### src/inc/isse_pkg.sv
/*
  isse_pkg: constants of the incremental speed sensor evaluator.
  Assumes one system clock; mode codes are the numeric settings of the sensor mode input.
*/
package isse_pkg;
  // sensor mode codes
  localparam logic [6:0] MODE_OFF = 7'h00;
  localparam logic [6:0] MODE_SINGLE = 7'h01;
  localparam logic [6:0] MODE_QUAD = 7'h04;
  localparam logic [6:0] MODE_A_SINGLE = 7'h0B;
  localparam logic [6:0] MODE_A_DOUBLE = 7'h0C;
  localparam logic [6:0] MODE_SINGLE_INV = 7'h65;
  localparam logic [6:0] MODE_QUAD_INV = 7'h68;
  localparam logic [6:0] MODE_A_SINGLE_NEG = 7'h6F;
  localparam logic [6:0] MODE_A_DOUBLE_NEG = 7'h70;
  // division marks
  localparam logic [13:0] MARKS_MIN = 14'h0001;
  localparam logic [13:0] MARKS_MAX = 14'h2000;
  localparam logic [13:0] MARKS_RESET = 14'h0400;
  // widths and sampling
  localparam int COUNT_W = 32;
  localparam int SAMPLE_PERIOD = 50000;
  localparam int SAMPLE_W = 16;
endpackage : isse_pkg

### src/core/isse_eval.sv
/*
  isse_eval: incremental speed sensor evaluator, top level.
  Assumes tracks A/B from an encoder, a static mode and division mark setting
  held by control software, and one 50 MHz clock.
*/
`timescale 1ns/100ps
`default_nettype none
module isse_eval #(
  parameter int SAMPLE_CYCLES = isse_pkg::SAMPLE_PERIOD
) (
  input wire logic mclk,
  input wire logic reset_n,
  input wire logic speed_track_a_input,
  input wire logic speed_track_b_input,
  input wire logic [6:0] sensor_mode,
  input wire logic marks_load,
  input wire logic [13:0] marks_value,
  output logic [13:0] division_marks,
  output logic track_a_free,
  output logic track_b_free,
  output logic signed [isse_pkg::COUNT_W-1:0] edge_count,
  output logic signed [isse_pkg::SAMPLE_W-1:0] sample_delta,
  output logic sample_valid,
  output logic mode_bad
);
  typedef struct packed {
    logic a_d;
    logic b_d;
    logic [13:0] marks;
    logic signed [isse_pkg::COUNT_W-1:0] count;
    logic signed [isse_pkg::COUNT_W-1:0] last;
    logic signed [isse_pkg::SAMPLE_W-1:0] delta;
    logic [31:0] timer;
    logic valid;
  } isse_state_t;

  isse_state_t st_r;
  isse_state_t st_nxt;
  logic [1:0] trk;
  logic a_s;
  logic b_s;
  logic a_rise;
  logic a_fall;
  logic b_edge;
  logic two_ch;
  logic one_ch;
  logic quad;
  logic dbl;
  logic invert;
  logic negative;
  logic known;
  logic step;
  logic dir_up;
  logic signed [isse_pkg::COUNT_W-1:0] diff;

  // synchronise both tracks before any edge logic sees them
  isse_sync #(.WIDTH(2)) u_sync (
    .mclk(mclk),
    .reset_n(reset_n),
    .d({speed_track_b_input, speed_track_a_input}),
    .q(trk)
  );
  assign a_s = trk[0];
  assign b_s = trk[1];

  // mode decode; unknown codes behave as off and raise mode_bad
  always_comb begin
    two_ch = 1'b0;
    one_ch = 1'b0;
    quad = 1'b0;
    dbl = 1'b0;
    invert = 1'b0;
    negative = 1'b0;
    known = 1'b1;
    case (sensor_mode)
      isse_pkg::MODE_OFF: known = 1'b1;
      isse_pkg::MODE_SINGLE: two_ch = 1'b1;
      isse_pkg::MODE_QUAD: begin
        two_ch = 1'b1;
        quad = 1'b1;
      end
      isse_pkg::MODE_A_SINGLE: one_ch = 1'b1;
      isse_pkg::MODE_A_DOUBLE: begin
        one_ch = 1'b1;
        dbl = 1'b1;
      end
      isse_pkg::MODE_SINGLE_INV: begin
        two_ch = 1'b1;
        invert = 1'b1;
      end
      isse_pkg::MODE_QUAD_INV: begin
        two_ch = 1'b1;
        quad = 1'b1;
        invert = 1'b1;
      end
      isse_pkg::MODE_A_SINGLE_NEG: begin
        one_ch = 1'b1;
        negative = 1'b1;
      end
      isse_pkg::MODE_A_DOUBLE_NEG: begin
        one_ch = 1'b1;
        dbl = 1'b1;
        negative = 1'b1;
      end
      default: known = 1'b0;
    endcase
  end

  assign a_rise = a_s & ~st_r.a_d;
  assign a_fall = ~a_s & st_r.a_d;
  assign b_edge = b_s ^ st_r.b_d;

  // edge qualification and direction; in single evaluation only A rising counts,
  // so B low at A rise means A leads B (forward)
  always_comb begin
    step = 1'b0;
    dir_up = 1'b1;
    if (two_ch) begin
      if (quad) begin
        step = a_rise | a_fall | b_edge;
        // A edge with A != B, or B edge with A == B, means A leads
        if (a_rise | a_fall) begin
          dir_up = (a_s != b_s);
        end else begin
          dir_up = (a_s == b_s);
        end
      end else begin
        step = a_rise;
        dir_up = ~b_s;
      end
      if (invert) begin
        dir_up = ~dir_up;
      end
    end else if (one_ch) begin
      step = dbl ? (a_rise | a_fall) : a_rise;
      dir_up = ~negative;
    end
  end

  assign diff = st_r.count - st_r.last;

  // next state: counter, marks setting and periodic sample
  always_comb begin
    st_nxt = st_r;
    st_nxt.a_d = a_s;
    st_nxt.b_d = b_s;
    st_nxt.valid = 1'b0;
    if (marks_load && marks_value >= isse_pkg::MARKS_MIN
        && marks_value <= isse_pkg::MARKS_MAX) begin
      st_nxt.marks = marks_value;
    end
    if (step) begin
      st_nxt.count = dir_up ? st_r.count + 1 : st_r.count - 1;
    end
    if (st_r.timer == 32'(SAMPLE_CYCLES - 1)) begin
      st_nxt.timer = '0;
      st_nxt.last = st_r.count;
      st_nxt.delta = diff[isse_pkg::SAMPLE_W-1:0];
      st_nxt.valid = 1'b1;
    end else begin
      st_nxt.timer = st_r.timer + 32'h00000001;
    end
  end

  always_ff @(posedge mclk or negedge reset_n) begin
    if (!reset_n) begin
      st_r <= '0;
      st_r.marks <= isse_pkg::MARKS_RESET;
    end else begin
      st_r <= st_nxt;
    end
  end

  // track release follows the mode: off frees both, one-channel frees B
  assign track_a_free = ~(two_ch | one_ch);
  assign track_b_free = ~two_ch;
  assign mode_bad = ~known;
  assign division_marks = st_r.marks;
  assign edge_count = st_r.count;
  assign sample_delta = st_r.delta;
  assign sample_valid = st_r.valid;

  a_off_no_count: assert property (@(posedge mclk) disable iff (!reset_n)
    (sensor_mode == isse_pkg::MODE_OFF) |=> $stable(edge_count) || $past(step))
    else $error("count moved in off mode");
  a_off_frees: assert property (@(posedge mclk) disable iff (!reset_n)
    (sensor_mode == isse_pkg::MODE_OFF) |-> track_a_free && track_b_free)
    else $error("off mode holds a track");
  a_single_fwd: assert property (@(posedge mclk) disable iff (!reset_n)
    (sensor_mode == isse_pkg::MODE_SINGLE && a_rise && !b_s) |=>
    edge_count == $past(edge_count) + 1)
    else $error("single mode forward step wrong");
  a_quad_steps: assert property (@(posedge mclk) disable iff (!reset_n)
    (sensor_mode == isse_pkg::MODE_QUAD && b_edge && !a_rise && !a_fall) |=>
    edge_count != $past(edge_count))
    else $error("quad mode missed track B edge");
  a_a_only_pos: assert property (@(posedge mclk) disable iff (!reset_n)
    (sensor_mode == isse_pkg::MODE_A_SINGLE) |=> edge_count >= $past(edge_count))
    else $error("single channel count went down");
  a_double_fall: assert property (@(posedge mclk) disable iff (!reset_n)
    (sensor_mode == isse_pkg::MODE_A_DOUBLE && a_fall) |=>
    edge_count == $past(edge_count) + 1)
    else $error("double mode missed falling edge");
  a_inv_single: assert property (@(posedge mclk) disable iff (!reset_n)
    (sensor_mode == isse_pkg::MODE_SINGLE_INV && a_rise && !b_s) |=>
    edge_count == $past(edge_count) - 1)
    else $error("inverted mode sign wrong");
  a_neg_only: assert property (@(posedge mclk) disable iff (!reset_n)
    (sensor_mode == isse_pkg::MODE_A_DOUBLE_NEG) |=> edge_count <= $past(edge_count))
    else $error("negative mode count went up");
  a_marks_range: assert property (@(posedge mclk) disable iff (!reset_n)
    division_marks >= isse_pkg::MARKS_MIN && division_marks <= isse_pkg::MARKS_MAX)
    else $error("division marks out of range");
endmodule : isse_eval
`default_nettype wire

### src/core/isse_sync.sv
/*
  isse_sync: two-flop synchroniser for the two track inputs.
  Assumes tracks arrive asynchronously; first stage is read only by the second.
*/
`timescale 1ns/100ps
`default_nettype none
module isse_sync #(
  parameter int WIDTH = 2
) (
  input wire logic mclk,
  input wire logic reset_n,
  input wire logic [WIDTH-1:0] d,
  output logic [WIDTH-1:0] q
);
  typedef struct packed {
    logic [WIDTH-1:0] s1;
    logic [WIDTH-1:0] s2;
  } isse_sync_t;
  isse_sync_t st_r;
  isse_sync_t st_nxt;

  // shift stage one into stage two
  always_comb begin
    st_nxt.s1 = d;
    st_nxt.s2 = st_r.s1;
  end

  always_ff @(posedge mclk or negedge reset_n) begin
    if (!reset_n) begin
      st_r <= '0;
    end else begin
      st_r <= st_nxt;
    end
  end

  assign q = st_r.s2;
endmodule : isse_sync
`default_nettype wire

### config.mk
export PLATFORM = sky130hd
export DESIGN_NAME = isse_eval
export DESIGN_NICKNAME = d
export VERILOG_FILES = /design/src/inc/isse_pkg.sv /design/src/core/isse_eval.sv /design/src/core/isse_sync.sv
export SDC_FILE = /design/constraint.sdc
export NUM_CORES = 1
export LEC_CHECK = 0
export BUFFER_PORTS_ARGS = -buffer_cell sky130_fd_sc_hd__buf_2
export CORE_ASPECT_RATIO = 0.9
export CORE_MARGIN = 3
export CORE_UTILIZATION = 50
export CTS_CLUSTER_DIAMETER = 150
export DETAILED_ROUTE_END_ITERATION = 7
export PLACE_DENSITY = 0.68
export RECOVER_POWER = 50
export SETUP_SLACK_MARGIN = 0.1
export SLEW_MARGIN = 20
export SYNTH_ARGS = -nofsm -noshare
export SYNTH_HDL_FRONTEND = slang
export SYNTH_SLANG_ARGS = --single-unit
### constraint.sdc
create_clock -name mclk -period 5.35 [get_ports mclk]
set_clock_uncertainty 0.2 [all_clocks]
set_input_delay 0.535 -clock mclk [delete_from_list [all_inputs] [get_ports mclk]]
set_output_delay 0.535 -clock mclk [all_outputs]
set_load 0.005 [all_outputs]
==> metrics <==
final hold violation count=0; crit path max fanout=17; sw frac=34.9%; root buffer cell=clkbuf_16; die area=~17,000 µm²; DRT Pass-1 Iters=5; status=finished, violations left; I/O Pins=between 90 and 100; Mapped Area=7540 µm²; row count=41; Tot GR Track Use=between 10% and 20%; Synth area leaders=dfrtp_1 (38%), ha_1 (7.8%), buf_4 (6.2%); CP Capture Type=register; clock sink total=117; grt ovf=0; cell internal pwr=0.00199 W; Slew headroom=-158%; number of inserted diodes=0; Seq cells post-synth=117; post-synthesis async set-or-reset flop share=100%; Slowest cell on crit path=a211o_1; via count of the first global-routing pass=around 5,700; share of layout cells above drive strength 1=14.5%; Fmax achieved=about 220 MHz; final setup fails=0; setup TNS=0 ps; biggest cell delay along the critical path=550 ps; failing checks=max-capacitance violations, max-slew violations; measured slew at the worst slew-check pin=3870 ps; starting density of the core=between 50% and 60%; Worst-Skew Late Latency=approximately 420 ps; chip width=between 100 and 150 µm; total CTS buffers=17; Synth cell types=63; Clk pwr share=around a third; hold_buf cts=0; Post-route DRC=0; Critical Path RT=5410 ps; Worst setup SP type=input port; CTS tree=done; critical setup path kind=in2reg; Placer Congestion=0.921; combinational fraction of design power=about 30%; drt wl/cell=14.6 µm; leakage power=3.81 nW; global-route wire length before repair=between 20,000 and 30,000 µm; Switching Power=roughly 0.0011 W; Peak VDD IR=approximately 230 µV; drt via density=between 5 and 6; Clock Tree Buf Depth=2; pin count of the biggest net entering global routing=75; post-DP HPWL=11,200 µm; post-synth top area cell=dfrtp_1; Post-synth EDFFs=0; Routed Antenna Nets=0; yosys warns=0; ys flop type=dfrtp_1; Worst-path clk slew=roughly 60 ps; hold depth=1; core area=approximately 14,000 µm²; layout net count=between 900 and 1,000; FF-to-FF setup slack=about 990 ps; DP Cell Count=1,031; fin crit share=a little over four fifths; syn nets=between 900 and 1,000; RSZ-0062 raised after global routing=no; # resized after CTS=0; Power per Cell Area=373 nW/µm²; total wire length=approximately 16,000 µm; H-tree levels=4; Mapped Cells=roughly 830; synthesis-to-finish area growth=8.66%; register share of total power=35.7%; CP arrival=4590 ps; Die H=123 µm; routed vias=roughly 5,900; worst min path class=in2reg; average size of a mapped cell=9.04 µm²; sequential share of the synthesized area=around two fifths; top-area cell type share of the netlist area=between 30 and 40%; fin. max-slew vios=75; Max Cap Viol=1; min Tclk post-route=4530 ps; critical path cell sequence=buf_2 > or3b_4 > a2111oi_4 > xnor2_1 > nor3_1 > a211o_1 > fa_1 > a211oi_1 > o21ai_0 > a21oi_1 > a21oi_1 > a31oi_1 > o41ai_1 > xnor2_1 > o21ai_0; port buffer count=between 90 and 100; final non-filler cell total=roughly 1,100; postcts setup bufs=0; starting DRC count in detailed routing=around 350; FF-to-FF path depth=14; antenna violations before repair=0
-- final cells by class --
cell class                      instances  area, µm²
Multi-Input combinational cell        593       3910
Sequential cell                       117       2930
Clock inverter                         13       97.6
Fill cell                            1281       6170
Tap cell                              193        241
Clock buffer                           19        453
Inverter                               34        128
Timing Repair Buffer                   94        440
-- worst max-delay path: cells and delay by family --
| kind | cells | cell delay, ps |
|---|---|---|
| adder cells (fa/ha/maj) | 1 | 530 |
| AO/OA/AOI/OAI | 9 | 2520 |
| buffers and inverters | 1 | 160 |
| AND/OR/NAND/NOR | 2 | 490 |
| XOR/XNOR | 2 | 320 |
-- sequential cells by signal, indices dropped and copies added, names as in the netlist --
name	flops
st_r	50
edge_count	32
sample_delta	16
division_marks	14
u_sync.q	2
u_sync.st_nxt	2
sample_valid	1
-- cells in the mapped netlist, drive strengths merged, types with 3 or more instances --
cell,count
a211oi,7
buf,68
and3,11
nor3,12
xnor2,40
nand2b,5
nand2,105
nor4,6
o21bai,5
a31oi,5
or3,5
nor2b,4
xor2,30
nand3,19
o211ai,4
nor2,48
and2,4
clkbuf,22
o21ai,71
o311ai,3
dfrtp,116
a21o,17
a21oi,52
nand4,14
mux2,17
o31ai,10
o21a,7
or2,7
inv,34
ha,47
nor4b,3
-- metal layers --
layer	wire length, µm	track usage [%]	vias to the layer above
met2	7070	31.0	134
met1	7550	27.1	2800
met5	0	0	-
met3	764	5.37	17
met4	181	5.79	0
li1	-	-	2916
-- cell usage in the layout, fill, tap and decap left out, types with 12 or more instances in the layout --
cell type,n
dfrtp_1,116
nand2_1,105
o21ai_0,71
buf_2,61
a21oi_1,51
nor2_1,48
ha_1,47
xnor2_1,40
inv_1,33
xor2_1,30
clkbuf_1,27
nand3_1,19
mux2_2,17
a21o_1,17
clkbuf_16,17
nand4_1,14
nor3_1,12
-- worst paths after layout --
kind,endpoint,start
max,edge_count[28]$_DFFE_PN0P_,sensor_mode[2]
min,u_sync.st_nxt[0]$_DFF_PN0_,speed_track_a_input
max reg2reg,edge_count[28]$_DFFE_PN0P_,u_sync.q[0]$_DFF_PN0_
min reg2reg,u_sync.q[0]$_DFF_PN0_,u_sync.st_nxt[0]$_DFF_PN0_
max in group asynchronous,edge_count[26]$_DFFE_PN0P_,reset_n
min in group asynchronous,sample_delta[4]$_DFFE_PN0P_,reset_n
-- power by group through the flow --
stage          Sequential, W  Clock [W]  Combinational, W
2_1_floorplan        0.00106          0          0.000788
3_3_place_gp         0.00110          0          0.000902
3_5_place_dp         0.00110          0          0.000921
4_1_cts              0.00109    0.00107          0.000929
5_1_grt              0.00111    0.00111           0.00106
6_report             0.00109    0.00104          0.000925
-- cell families (layout without fill, tap and decap cells) --
logic type,count (synthesis),in the layout,synth area share (%)
and+or+nand+nor,255,255,16.0
AOI/OAI and AO/OA,201,201,16.6
adders and majority gates,49,49,8.33
buffers and inverters,124,160,9.39
DFF,117,117,38.8
xor gates and xnor gates,70,70,8.13
muxes,18,18,2.67
-- stage by stage --
step	utilization [%]	area (µm²)	worst slack, ps	hold WS, ps	total power [W]
3_3_place_gp	53.5	7680	590	135	0.00200
2_1_floorplan	-	7540	687	39.4	0.00185
4_1_cts	57.3	8230	882	3.28	0.00309
3_5_place_dp	53.5	7680	467	135	0.00202
6_report	57.0	8190	821	17.7	0.00306
5_1_grt	57.0	8190	439	0.362	0.00327
Note: power is estimated with default switching activity, not from simulation.
